$ cat src/verilog/hpc_consts.vh
// Constants of the host port control register block
`ifndef HPC_CONSTS_VH
`define HPC_CONSTS_VH

// =============================================================
// Control register field positions
`define HPC_HALFWORD_ORDER_BIT       0
`define HPC_TOCPU_BIT      1
`define HPC_TOHOST_BIT     2
`define HPC_READY_BIT      3
`define HPC_FETCH_BIT      4
`define HPC_RSVD_LO_BIT    5
`define HPC_RSVD_HI_BIT    6
`define HPC_SRST_BIT       7
`define HPC_HALFWORD_ORDER_STATUS_BIT   8
`define HPC_DUAL_BIT       9
`define HPC_ARWSEL_BIT     11

// =============================================================
// Host cycle types on the control select lines
`define HPC_SEL_CTRL       2'h0
`define HPC_SEL_ADDR       2'h1
`define HPC_SEL_DATA_INC   2'h2
`define HPC_SEL_DATA       2'h3

// =============================================================
// Reset values
`define HPC_ADDR_RST       32'h00000000
`define HPC_SRST_RST       1'h0

// =============================================================
// Timing: FIFO reset sequence length, 40 ns at 10 ns per cycle
`define HPC_FIFO_RST_CYC   4'h4

`endif

$ cat src/verilog/hpc_control.v
// Host port control register, address registers and halfword assembly
//
// What this block does
// - Single mode address write loads both registers
// - Single mode autoincrement bumps both registers
// - Single mode address read returns read register
// - Dual mode exposes two separate address registers
// - Halfword status bit mirrors halfword order bit
// - CPU soft reset clears both FIFOs
// - Active host cycle finishes before reset starts
// - Soft reset reads zero until reset done
// - Writing zero midway does not abort reset
// - Soft reset bit set holds ready low
// - Host fetch starts prefetch; reads return zero
// - Host sees internal ready on bit three
// - CPU reads ready bit as zero
// - CPU sets host interrupt until host clears
// - Host write one clears host interrupt
// - Writing zero leaves interrupt bits unchanged
// - Host sets CPU interrupt until CPU clears
// - CPU write one clears CPU interrupt
// - Order zero: first halfword is upper
// - Order one: first halfword is lower
// - Dual mode select bit picks address target
`timescale 1ns/1ps
`include "hpc_consts.vh"

module hpc_control (
	input  wire        sys_clk,
	input  wire        rst,
	// Host side, already in sys_clk domain
	input  wire        host_strobe,
	input  wire        host_write,
	input  wire [1:0]  host_sel,
	input  wire        host_second,
	input  wire [15:0] host_wdata,
	output reg  [15:0] host_rdata_q,
	output wire        port_ready,
	input  wire        host_busy,
	// CPU side
	input  wire        cpu_wr,
	input  wire [31:0] cpu_wdata,
	output wire [31:0] cpu_rdata,
	// Datapath handshakes
	input  wire        dma_ready,
	input  wire        addr_inc_rd,
	input  wire        addr_inc_wr,
	output reg         fetch_pulse_q,
	output wire        fifo_reset,
	output wire [31:0] read_address_reg,
	output wire [31:0] write_address_reg,
	output wire        to_host_interrupt,
	output wire        to_cpu_interrupt
);

	// =============================================================
	// State
	reg        halfword_order_q;
	reg        dual_q;
	reg        arwsel_q;
	reg        tohost_q;
	reg        tocpu_q;
	reg        srst_q;
	reg        srst_pend_q;
	reg        srst_run_q;
	reg  [3:0] srst_cnt_q;
	reg [31:0] rd_addr_q;
	reg [31:0] wr_addr_q;
	reg [15:0] first_half_q;
	reg [15:0] hold_half_q;

	wire       int_ready;
	reg  [31:0] host_view;
	reg  [31:0] cpu_view;
	reg  [31:0] rd_word;
	wire [31:0] wr_word;
	wire       wr_done;
	wire       host_ctrl_wr;
	wire       host_addr_wr;
	wire       addr_to_rd;
	wire       addr_to_wr;

	// =============================================================
	// Halfword placement
	function [31:0] hpc_join;
		input        order;
		input [15:0] first;
		input [15:0] second;
		begin
			if (order)
				hpc_join = {second, first};
			else
				hpc_join = {first, second};
		end
	endfunction

	function [15:0] hpc_pick;
		input        order;
		input        is_second;
		input [31:0] word;
		begin
			if (order ^ is_second)
				hpc_pick = word[15:0];
			else
				hpc_pick = word[31:16];
		end
	endfunction

	// Cycle type decode
	function hpc_sel_is;
		input [1:0] sel;
		input [1:0] kind;
		begin
			hpc_sel_is = (sel == kind);
		end
	endfunction

	assign wr_word = hpc_join(halfword_order_q, first_half_q, host_wdata);
	assign wr_done = host_strobe & host_write & host_second & port_ready;
	assign host_ctrl_wr = wr_done & hpc_sel_is(host_sel, `HPC_SEL_CTRL);
	assign host_addr_wr = wr_done & hpc_sel_is(host_sel, `HPC_SEL_ADDR);

	// Address target: both in single mode, chosen by select in dual mode
	assign addr_to_rd = ~dual_q | arwsel_q;
	assign addr_to_wr = ~dual_q | ~arwsel_q;

	// =============================================================
	// Ready and soft reset
	assign int_ready  = dma_ready & ~srst_run_q;
	assign port_ready = int_ready & ~srst_q;
	assign fifo_reset = srst_run_q;

	always @(posedge sys_clk) begin
		if (rst) begin
			srst_q      <= `HPC_SRST_RST;
			srst_pend_q <= 1'b0;
			srst_run_q  <= 1'b0;
			srst_cnt_q  <= 4'h0;
		end else begin
			if (cpu_wr)
				srst_q <= cpu_wdata[`HPC_SRST_BIT];
			if (cpu_wr && cpu_wdata[`HPC_SRST_BIT])
				srst_pend_q <= 1'b1;
			if (srst_pend_q && !srst_run_q && !host_busy) begin
				srst_pend_q <= 1'b0;
				srst_run_q  <= 1'b1;
				srst_cnt_q  <= `HPC_FIFO_RST_CYC;
			end else if (srst_run_q) begin
				// Runs to the end whatever the CPU writes
				if (srst_cnt_q == 4'h1)
					srst_run_q <= 1'b0;
				srst_cnt_q <= srst_cnt_q - 4'h1;
			end
		end
	end

	// =============================================================
	// Host-owned configuration bits
	always @(posedge sys_clk) begin
		if (rst) begin
			halfword_order_q        <= 1'b0;
			dual_q        <= 1'b0;
			arwsel_q      <= 1'b0;
			fetch_pulse_q <= 1'b0;
		end else begin
			fetch_pulse_q <= host_ctrl_wr & wr_word[`HPC_FETCH_BIT];
			if (host_ctrl_wr) begin
				halfword_order_q   <= wr_word[`HPC_HALFWORD_ORDER_BIT];
				dual_q   <= wr_word[`HPC_DUAL_BIT];
				arwsel_q <= wr_word[`HPC_ARWSEL_BIT];
			end
		end
	end

	// =============================================================
	// Interrupt flags, set wins over clear
	always @(posedge sys_clk) begin
		if (rst) begin
			tohost_q <= 1'b0;
			tocpu_q  <= 1'b0;
		end else begin
			if (cpu_wr && cpu_wdata[`HPC_TOHOST_BIT])
				tohost_q <= 1'b1;
			else if (host_ctrl_wr && wr_word[`HPC_TOHOST_BIT])
				tohost_q <= 1'b0;
			if (host_ctrl_wr && wr_word[`HPC_TOCPU_BIT])
				tocpu_q <= 1'b1;
			else if (cpu_wr && cpu_wdata[`HPC_TOCPU_BIT])
				tocpu_q <= 1'b0;
		end
	end

	assign to_host_interrupt = tohost_q;
	assign to_cpu_interrupt  = tocpu_q;

	// =============================================================
	// Address registers
	always @(posedge sys_clk) begin
		if (rst || srst_run_q) begin
			rd_addr_q <= `HPC_ADDR_RST;
			wr_addr_q <= `HPC_ADDR_RST;
		end else begin
			if (host_addr_wr && addr_to_rd)
				rd_addr_q <= wr_word;
			else if (addr_inc_rd || (!dual_q && addr_inc_wr))
				rd_addr_q <= rd_addr_q + 32'h00000004;
			if (host_addr_wr && addr_to_wr)
				wr_addr_q <= wr_word;
			else if (addr_inc_wr || (!dual_q && addr_inc_rd))
				wr_addr_q <= wr_addr_q + 32'h00000004;
		end
	end

	assign read_address_reg  = rd_addr_q;
	assign write_address_reg = wr_addr_q;

	// =============================================================
	// Register views
	// Host view: reserved 6-5 read zero, fetch and reset read zero
	always @* begin
		host_view                                    = 32'h00000000;
		host_view[`HPC_HALFWORD_ORDER_BIT]                     = halfword_order_q;
		host_view[`HPC_TOCPU_BIT]                    = tocpu_q;
		host_view[`HPC_TOHOST_BIT]                   = tohost_q;
		host_view[`HPC_READY_BIT]                    = int_ready;
		host_view[`HPC_FETCH_BIT]                    = 1'b0;
		host_view[`HPC_RSVD_HI_BIT:`HPC_RSVD_LO_BIT] = 2'h0;
		host_view[`HPC_SRST_BIT]                     = 1'b0;
		host_view[`HPC_HALFWORD_ORDER_STATUS_BIT]                 = halfword_order_q;
		host_view[`HPC_DUAL_BIT]                     = dual_q;
		host_view[`HPC_ARWSEL_BIT]                   = arwsel_q;
	end

	// CPU view: ready and fetch read zero, reset bit low while pending
	always @* begin
		cpu_view                                    = 32'h00000000;
		cpu_view[`HPC_HALFWORD_ORDER_BIT]                     = halfword_order_q;
		cpu_view[`HPC_TOCPU_BIT]                    = tocpu_q;
		cpu_view[`HPC_TOHOST_BIT]                   = tohost_q;
		cpu_view[`HPC_READY_BIT]                    = 1'b0;
		cpu_view[`HPC_FETCH_BIT]                    = 1'b0;
		cpu_view[`HPC_RSVD_HI_BIT:`HPC_RSVD_LO_BIT] = 2'h0;
		cpu_view[`HPC_SRST_BIT]                     = srst_q & ~srst_pend_q & ~srst_run_q;
		cpu_view[`HPC_HALFWORD_ORDER_STATUS_BIT]                 = halfword_order_q;
		cpu_view[`HPC_DUAL_BIT]                     = dual_q;
		cpu_view[`HPC_ARWSEL_BIT]                   = arwsel_q;
	end

	assign cpu_rdata = cpu_view;

	// Single mode reads the read register
	always @* begin
		case (host_sel)
			`HPC_SEL_CTRL: rd_word = host_view;
			`HPC_SEL_ADDR: begin
				if (!dual_q || arwsel_q)
					rd_word = rd_addr_q;
				else
					rd_word = wr_addr_q;
			end
			default: rd_word = 32'h00000000;
		endcase
	end

	// =============================================================
	// Halfword sequencing
	always @(posedge sys_clk) begin
		if (rst) begin
			first_half_q <= 16'h0000;
			hold_half_q  <= 16'h0000;
			host_rdata_q <= 16'h0000;
		end else if (host_strobe && port_ready) begin
			if (host_write && !host_second)
				first_half_q <= host_wdata;
			if (!host_write && !host_second) begin
				host_rdata_q <= hpc_pick(halfword_order_q, 1'b0, rd_word);
				hold_half_q  <= hpc_pick(halfword_order_q, 1'b1, rd_word);
			end else if (!host_write)
				host_rdata_q <= hold_half_q;
		end
	end

endmodule

$ cat config.mk
export PLATFORM = sky130hd
export DESIGN_NAME = hpc_control
export DESIGN_NICKNAME = d
export VERILOG_FILES = /design/src/verilog/hpc_control.v
export VERILOG_INCLUDE_DIRS = /design/src /design/src/verilog
export SDC_FILE = /design/constraint.sdc
export NUM_CORES = 1
export LEC_CHECK = 0
export BUFFER_PORTS_ARGS = -buffer_cell sky130_fd_sc_hd__buf_2
export CORE_ASPECT_RATIO = 1.25
export CORE_MARGIN = 3
export CORE_UTILIZATION = 54
export CTS_CLUSTER_DIAMETER = 60
export DETAILED_ROUTE_END_ITERATION = 6
export PLACE_DENSITY = 0.83
export SKIP_LAST_GASP = 1
export SLEW_MARGIN = 20
export SYNTH_ARGS = -nofsm -noshare
export SYNTH_HDL_FRONTEND = slang
export SYNTH_SLANG_ARGS = --single-unit
$ cat constraint.sdc
create_clock -name sys_clk -period 2.4 [get_ports sys_clk]
set_input_delay 0.48 -clock sys_clk [delete_from_list [all_inputs] [get_ports sys_clk]]
set_output_delay 0.48 -clock sys_clk [all_outputs]
set_load 0.01 [all_outputs]
# Word-level counts from Yosys, hierarchy flattened
# Index checks and enable logic that the tools add are counted.
# word_totals
ff_bits,125
inputBits,60
output_inout_bits,117
word_cells,92
# op_classes
add_sub_neg,3
eq_ne,3
mux,20
n_bitwise,17
reduce_logical,33
# ops
cell,count
32-bit two-way mux,6
"32-bit by 3-bit adder with 32-bit output, second input constant",2
16-bit two-way mux,4
32-bit case mux with 2 select lines,1
1-bit logical AND,14
1-bit bitwise AND,10
2-bit nonzero test,5
1-bit two-way mux,7
3-bit two-way mux,2
2-bit AND reduction,3
1-bit zero test,5
1-bit NOT,5
"4-bit by 1-bit == test with 1-bit output, second input constant",1
1-bit logical OR,4
"4-bit by 1-bit subtractor with 4-bit output, second input constant",1
"2-bit by 1-bit == test with 1-bit output, second input constant",1
2-bit zero test,1
"2-bit by 1-bit inequality test with 1-bit output, second input constant",1
1-bit bitwise OR,2
2-bit OR reduction,1

# Depth between registers and ports, before layout
# Gate-level depths: netlist of run 1.
# depth
depth_word,8
depth_mapped,9
depth_no_buf,6

# Worst setup path before layout of run 1
# No wires, ideal clock.
# synth_timing
path_type,reg2reg
from,register rd_addr_q[10] (netlist: read_address_reg[10])
to,register rd_addr_q[31] (netlist: read_address_reg[31])
t_arrival_ns,1.855
setup_slack_ns,0.471
stages_incl_launch_ff,6
path_buffers,0
synth_period_minus_slack_ns,1.929
path_cell_list,dfxtp_1 > and4_4 > nand4_4 > or4_4 > or3_1 > a31oi_1
# synth_between
elab_chain_cells,3
# synth_lines
item,line,rtl
from (decl),hpc_control.v:67,reg [31:0] rd_addr_q;
from (signal assigned),hpc_control.v:200,rd_addr_q <= `HPC_ADDR_RST;
from (signal assigned),hpc_control.v:204,rd_addr_q <= wr_word;
from (signal assigned),hpc_control.v:206,rd_addr_q <= rd_addr_q + 32'h00000004;
32-bit by 3-bit adder with 32-bit output,hpc_control.v:206,
32-bit two-way mux,hpc_control.v:205,else if (addr_inc_rd || (!dual_q && addr_inc_wr))
32-bit two-way mux,hpc_control.v:203,if (host_addr_wr && addr_to_rd)
# No other way between the ends. The select of a mux whose other input is x is not followed.
# A chain may end at the register's enable or synchronous reset.

# Worst setup path after layout of run 1
# layout_timing
from,register wr_addr_q[3] (netlist: write_address_reg[3])
to,register wr_addr_q[30] (netlist: write_address_reg[30])
# layout_between
elab_chain_cells,3
# layout_lines
item,line,rtl
from (decl),hpc_control.v:68,reg [31:0] wr_addr_q;
from (signal assigned),hpc_control.v:201,wr_addr_q <= `HPC_ADDR_RST;
from (signal assigned),hpc_control.v:208,wr_addr_q <= wr_word;
from (signal assigned),hpc_control.v:210,wr_addr_q <= wr_addr_q + 32'h00000004;
32-bit by 3-bit adder with 32-bit output,hpc_control.v:210,
32-bit two-way mux,hpc_control.v:209,else if (addr_inc_wr || (!dual_q && addr_inc_rd))
32-bit two-way mux,hpc_control.v:207,if (host_addr_wr && addr_to_wr)
# No other way between the ends. The select of a mux whose other input is x is not followed.

==> out/results.ini, run 1 <==
[outcome]
run_status=finished clean

[timing]
skew_ps=7.81
final-hold-violation-count=0
drv_slew=0
final.setup.tns_ps=0
fin_crit_ps=2270
rsz0062_at_grt=no
period_share_pct=94.6
worst_pin_slew_ps=761
maxSlewHeadroom_pct=48.9
fmax_ghz=0.440
setup_violations=0

[power_and_ir_drop]
powerDensity_mw_per_mm2=625
leakage_nw=3.36
ir_drop_uv=456

[hold_path]
min_path_type=in -> reg
worstHoldStart=cpu_wdata[7]
hold_depth=3
worstHoldEndpoint=srst_pend_q

[placement]
gp_congestion=0.921
dpl.hpwl_microns=16200
io_buffers=122
dp.cells=1109

[grt]
track_usage_pct=30.5
grt_busiest_layer=met2
antenna_found_initial=0
met3_usage_pct=5.82
grt_overflow=0
grt_pass1_wl_microns=34700
grtUsageMet1_pct=38.4
first_global_vias=6471
met2_usage_pct=47.5
grt_max_degree=58

[yosys]
synth-seq-area-share_pct=34.6
postSynthCellCount=853
synth.most_common_cell=dfxtp_1
synth_ff_type=dfxtp_1
ys_top_cells_by_area=dfxtp_1, xnor2_1, nor2_1
synth_common_cells=dfxtp_1, nor2_1, nand2_1, o21ai_0, a21oi_1
synth_area_leader_cell=dfxtp_1
ys_ff_latch=125
synth.avg_cell_area_sq_um=8.47
synth_cell_types=61
synth_enable_flop_cells=0
async_flop_share_pct=0
ys_warn_count=0
synth_area_sq_mm=0.00722
synth_top_area_share_pct=34.6

[finish]
instances_no_fill=1141
antenna_cells=0
nNetsFinal=1024
drive_above_1_share_pct=25.0
areaGrowthSynthToFinish_pct=18.6

[clocking]
clk_latency_ps=420
clock_path_buffers=2
clk_pin_slew_ps=60
hold_buffers=0
cts-root-buf=clkbuf_16
postCtsResizedCells=0
ctsHtreeMaxLevel=4
post-cts-setup-buffers=0
cts_tree=yes
cts_buffers=17
cts.sinks=125

[setup_path]
timing.rr.end=write_address_reg[30]
r2r_cells=6
worstPathRequired_ps=2670
worstReg2RegStart=write_address_reg[3]
cp.arrival_ps=2540
cp-end-kind=register
critPathMaxFanout=8
criticalPathCategory=reg -> reg
critPathLaunchType=register
r2r_slack_ps=130

[detailed_routing]
drc=0
first_pass_iters=5
vias=7166
routed_wl_microns=22500
wl_per_cell_microns=19.7
antenna_left=0
first_iter_violations=676
vias_per_cell=6.28

[flow_run]
cap_violations=0

[floorplan]
fp.coreArea_sq_mm=0.0129
die_w_microns=109
start_util_pct=56.0
rows=46
die-area_sq_mm=0.0148
die_h_microns=135
pin_count=177

-- metal layers --
metal  vias to the layer above  share of wire, %
met2                       472                46
met5                         -                 0
met4                         0               6.7
li1                       3261                 -
met3                       104               9.3
met1                      3329                38
-- worst max-delay path by stage --
stage / from / end / slack, ps / depth (start not counted)
2_1_floorplan: read_address_reg[10] / read_address_reg[31] / 470 / 5
3_3_place_gp: write_address_reg[3] / write_address_reg[30] / 290 / 6
3_5_place_dp: addr_inc_rd / write_address_reg[30] / 250 / 6
4_1_cts: write_address_reg[3] / write_address_reg[30] / 220 / 6
5_1_grt: write_address_reg[3] / write_address_reg[30] / 40 / 6
6_report: write_address_reg[3] / write_address_reg[30] / 130 / 6
-- critical path, stage by stage (launching register included) --
cell     delay [ps]
dfxtp_1         390
ha_1            300
inv_1            70
or3_1           550
nor3_1          460
mux2i_1         260
o22ai_1         100
-- cell families after synthesis --
group	share of synthesized area [%]
flops	34.6
xor+xnor	6.30
other cells	0.0519
mux	14.3
compound gates	16.5
simple gates	19.9
fa+ha+maj	0.693
buf+inv	7.67
-- power breakdown --
| group | switching (mW) | leakage, nW | total, mW | internal, mW |
|---|---|---|---|---|
| logic | 0.293 | 2.05 | 0.468 | 0.176 |
| registers | 0.0516 | 1.01 | 2.18 | 2.13 |
| clock network | 0.966 | 0.298 | 2.70 | 1.74 |
| total | 1.31 | 3.36 | 5.35 | 4.04 |
-- per-stage QoR --
step | hold WS [ps] | setup slack [ps] | cell area (sq um) | total power, mW | util [%]
global placement | 439 | 295 | 7950 | 2.67 | 61.6
CTS | 299 | 216 | 8570 | 5.34 | 66.4
detailed placement | 443 | 251 | 7950 | 2.68 | 61.6
global route | 334 | 43.7 | 8570 | 5.51 | 66.4
floorplan | 425 | 471 | 7310 | 2.54 | -
finish | 303 | 129 | 8570 | 5.35 | 66.4
-- placed cells by master (no fill, tap or decap), types with 5 or more instances in the layout --
cell type / synthesis / routed
buf_2: 10 / 122
nor4_1: 16 / 16
nor3_1: 39 / 39
mux4_2: 14 / 14
a311oi_1: 7 / 7
a22oi_1: 11 / 11
nor2_1: 102 / 101
nor2b_1: 7 / 7
nand4_1: 8 / 8
a221oi_1: 9 / 9
dfxtp_1: 125 / 124
buf_4: 33 / 30
mux2_2: 27 / 27
inv_1: 15 / 15
nand3_1: 13 / 13
mux2i_1: 36 / 36
conb_1: 1 / 25
and3_1: 5 / 5
nor3b_1: 6 / 6
a21oi_1: 55 / 55
or3_1: 8 / 8
a211oi_1: 27 / 27
clkbuf_16: 0 / 17
xnor2_1: 48 / 48
nand2_1: 60 / 60
a31oi_1: 7 / 7
o21ai_0: 56 / 56
-- final cells by class --
class                           count  area, sq um
Clock inverter                     10          136
Tap cell                          168          210
Sequential cell                   125         2500
Clock buffer                       22          484
Inverter                           15         56.3
Timing Repair Buffer              156          916
Multi-Input combinational cell    645         4260
Fill cell                        1056         4330
No activity file was read; power rests on OpenSTA's default activity.
==> run 2, diff against run 1 <==
CELL_PAD_IN_SITES_DETAIL_PLACEMENT = 0   (was not set)
CELL_PAD_IN_SITES_GLOBAL_PLACEMENT = 1   (was not set)
CORE_MARGIN = 2   (was 3)
CORE_UTILIZATION = 40   (was 54)
CTS_CLUSTER_DIAMETER = not set   (was 60)
==> run 2 against run 1 <==
Maximum frequency is 3.4% higher. Clock power is 3% lower. Critical path type is now reg -> out. Sequential power hardly changed. Clock skew is 1.0 ps higher. Non-clock buffer count is 19 higher. Utilization is 17 points lower. Wire length is 5.3% higher. Total power is 1.4% lower. Global-route usage is 6.0 points lower. Die area is 29% higher. Sequential share of layout area is 0.62 points lower.
==> out/results.ini, run 2 (synthesis results as in run 1) <==
[setup_path]
cp.arrival_ps=1720
path_cells=buf_4, buf_2
critical-path-top-delay-family=flip-flops
worstPathRequired_ps=1920
cp-end-kind=primary output
critPathMaxStageDelay_ps=830
critPathLaunchType=register
slowest_stage=dfxtp_2
critPathMaxFanout=30
cp_num_buf_inv=2
criticalPathCategory=reg -> out

[power_and_ir_drop]
powerDensity_mw_per_mm2=603
leakage_nw=3.44
power_frac_seq_pct=41.2
power_mw=5.27
p_int_mw=3.96
clkPwrFrac_pct=49.8
power.switching_mw=1.31
ir_drop_uv=472
power_frac_comb_pct=8.9
netSwitchingFraction_pct=24.9

[clocking]
clock_path_buffers=2
postCtsResizedCells=0
cts-root-buf=clkbuf_16
cts.sinks=125
ctsHtreeMaxLevel=4
clk_pin_slew_ps=60
cts_buffers=17
cts_tree=yes
hold_buffers=0
post-cts-setup-buffers=0
clk_latency_ps=430

[finish]
drive_above_1_share_pct=26.1
instances_no_fill=1216
antenna_cells=0
areaGrowthSynthToFinish_pct=21.1
nNetsFinal=1043
layout_commonest_cell=dfxtp_1
layout_common_cells=dfxtp_1, buf_2, nor2_1

[floorplan]
fp.coreArea_sq_mm=0.0176
rows=54
pin_count=177
die_w_microns=124
start_util_pct=41.1
die-area_sq_mm=0.0192
die_h_microns=154

[timing]
setup_ws_ps=203
worst_pin_slew_ps=780
setup_violations=0
period_share_pct=91.5
rsz0062_at_grt=no
fin_crit_ps=2200
skew_ps=8.85
fmax_ghz=0.455
drv_slew=0
final-hold-violation-count=0
maxSlewHeadroom_pct=48.0
final.setup.tns_ps=0

[detailed_routing]
first_pass_iters=5
drc=0
vias_per_cell=5.73
routed_wl_microns=23700
vias=6972
antenna_left=0
wl_per_cell_microns=19.5
first_iter_violations=660

[hold_path]
min_path_type=in -> reg

[grt]
track_usage_pct=24.4
antenna_found_initial=0
grt_max_degree=58
first_global_vias=6583
grt_overflow=0
grt_pass1_wl_microns=36800

[placement]
io_buffers=122
gp_congestion=0.901
dp.cells=1184
preCtsSetupSlack_ps=290
dpl.hpwl_microns=17600

[flow_run]
cap_violations=0

[outcome]
run_status=finished clean

[run 2: path summary, 6_finish.rpt]
check | startpoint | end | slack, ps | cells after the start
max | halfword_order_q | cpu_rdata[0] | 200 | 2
min | cpu_wdata[7] | srst_q | 300 | 3
max reg2reg | write_address_reg[5] | write_address_reg[30] | 290 | 5
min reg2reg | hold_half_q[0] | hold_half_q[0] | 460 | 2
[run 2: layout make-up]
type / count / area, sq um
fillers: 1753 / 8810
multi-input cells: 645 / 4260
flip-flops and latches: 125 / 2500
repair buffers: 175 / 1060
clock buffers: 22 / 454
well taps: 224 / 280
clock inverters: 10 / 139
inverters: 15 / 56.3
[run 2: tightest hold or removal path, stage by stage]
cell	delay [ps]
buf_2	90
mux2i_1	60
nor2_1	70
[run 2: metrics by stage]
step / hold slack, ps / area (sq um) / utilization, %
2_1_floorplan: 425 / 7310 / -
3_3_place_gp: 440 / 8160 / 46.4
3_5_place_dp: 449 / 8160 / 46.4
4_1_cts: 296 / 8750 / 49.8
5_1_grt: 308 / 8750 / 49.8
6_report: 304 / 8750 / 49.8
[run 2: power by group through the flow]
stage          clock network, mW  logic [mW]  registers (mW)
5_1_grt                     2.76       0.518            2.18
6_report                    2.63       0.472            2.17
3_3_place_gp                   0       0.465            2.22
2_1_floorplan                  0       0.307            2.23
3_5_place_dp                   0       0.468            2.22
4_1_cts                     2.65       0.470            2.17
[run 2: layer usage]
layer	global-route usage [%]	vias up	wire length [microns]
li1	-	3284	-
met1	30.1	3320	9730
met2	41.3	315	11500
met3	4.81	53	1570
met4	11.0	0	890
met5	0	-	0
==> run 3, diff against run 2 <==
CORE_UTILIZATION = 43   (was 40)
PLACE_DENSITY = 0.88   (was 0.83)
clock period = 2.8 ns   (was 2.4 ns; I/O delays follow)
==> run 3 against run 2 <==
Via count shrank 2.8%. Wire length shrank 3.0%. Cell area shrank 2.7%. Clock skew shrank 0.63 ps. Hold slack gained 81 ps.
==> out/results.ini, run 3 (synthesis results as in run 1) <==
[timing]
worst_pin_slew_ps=679
drv_slew=0
fin_crit_ps=2300
setup_violations=0
maxSlewHeadroom_pct=54.4
period_share_pct=82.2
skew_ps=8.22
rsz0062_at_grt=no
final-hold-violation-count=0
fmax_ghz=0.434
final.setup.tns_ps=0
whs_ps=385

[finish]
final_area_sq_mm=0.00852
fill_cells=1624
layout_commonest_cell=dfxtp_1
drive_above_1_share_pct=24.1
nNetsFinal=1022
layout_common_cells=dfxtp_1, buf_2, nor2_1
areaGrowthSynthToFinish_pct=17.9
antenna_cells=0

[clocking]
clk_pin_slew_ps=50
clk_latency_ps=430
cts-root-buf=clkbuf_16
cts_buffers=17
cts.sinks=125
post-cts-setup-buffers=0
clock_path_buffers=2
cts_tree=yes
ctsHtreeMaxLevel=4
hold_buffers=0
postCtsResizedCells=0

[hold_path]
min_path_type=in -> reg
worstHoldStart=cpu_wdata[2]
hold_depth=3

[grt]
antenna_found_initial=0
grt_pass1_wl_microns=35100
first_global_vias=6230
track_usage_pct=25.8
grt_max_degree=58
grt_overflow=0

[setup_path]
worstPathRequired_ps=3080
startpoint=write_address_reg[2]
critPathMaxFanout=8
cp.arrival_ps=2580
criticalPathCategory=reg -> reg
critPathLaunchType=register
r2r_cells=6
worstReg2RegStart=write_address_reg[2]
cp-end-kind=register

[detailed_routing]
first_iter_violations=539
vias=6776
wl_per_cell_microns=19.4
m1WireLength_microns=9390
first_pass_iters=5
drc=0
vias_per_cell=5.71
antenna_left=0
met2_length_microns=11200
top_layer=met4
routed_wl_microns=23000
dr_wl_met3_microns=1460

[placement]
dpl.hpwl_microns=17000
gp_congestion=0.905
place_area_sq_mm=0.00801
io_buffers=122

[floorplan]
pin_count=177
die_h_microns=149
die_w_microns=120
die-area_sq_mm=0.0179
fp.coreArea_sq_mm=0.0166
rows=53
start_util_pct=43.4

[power_and_ir_drop]
ir_drop_uv=377
leakage_nw=3.31
powerDensity_mw_per_mm2=495

[flow_run]
cap_violations=0

[outcome]
run_status=finished clean

[run 3: changes by cell type in the layout (fill, tap and decap cells not counted), moves of 3 or more]
cell and change:
buf_4 -22, clkinvlp_4 -4, bufinv_16 -3, clkbuf_8 +3
[run 3: stage by stage]
| step | total power [mW] | util (%) | setup WS [ps] | cells |
|---|---|---|---|---|
| 5_1_grt | 4.36 | 51.2 | 347 | 1187 |
| 6_report | 4.21 | 51.2 | 498 | 1187 |
| 4_1_cts | 4.23 | 51.2 | 590 | 1187 |
| 3_5_place_dp | 2.30 | 48.1 | 571 | 1159 |
| 2_1_floorplan | 2.17 | - | 813 | 877 |
| 3_3_place_gp | 2.30 | 48.1 | 596 | 1159 |
[run 3: area by class of cell]
type	count	area (sq um)	area share (%)
Multi-Input combinational cell	645	4260	50.0
Tap cell	220	275	3.23
Clock buffer	26	499	5.86
Inverter	15	56.3	0.661
Sequential cell	125	2500	29.4
Clock inverter	2	10.0	0.118
Timing Repair Buffer	154	913	10.7
[run 3: metal layers]
layer / vias to the layer above / track usage [%]
met5: - / 0
met4: 0 / 12.1
met3: 54 / 6.27
met2: 268 / 42.9
met1: 3214 / 31.3
li1: 3240 / -
[run 3: where the power goes]
part / internal (mW) / switching, mW
clock network: 1.20 / 0.745
registers: 1.82 / 0.0440
logic: 0.150 / 0.250
[run 3: path summary, 6_finish.rpt]
check | end | slack [ps]
setup / recovery | write_address_reg[30] | 500
hold / removal | to_host_interrupt | 390
setup reg to reg | write_address_reg[30] | 500
hold reg to reg | hold_half_q[8] | 450
[run 3: critical path, cell delays in order (launching register included)]
cell and delay (ps):
dfxtp_1 410, ha_1 280, inv_1 50, or3_1 560, nor3_1 490, mux2i_1 270
o22ai_1 100
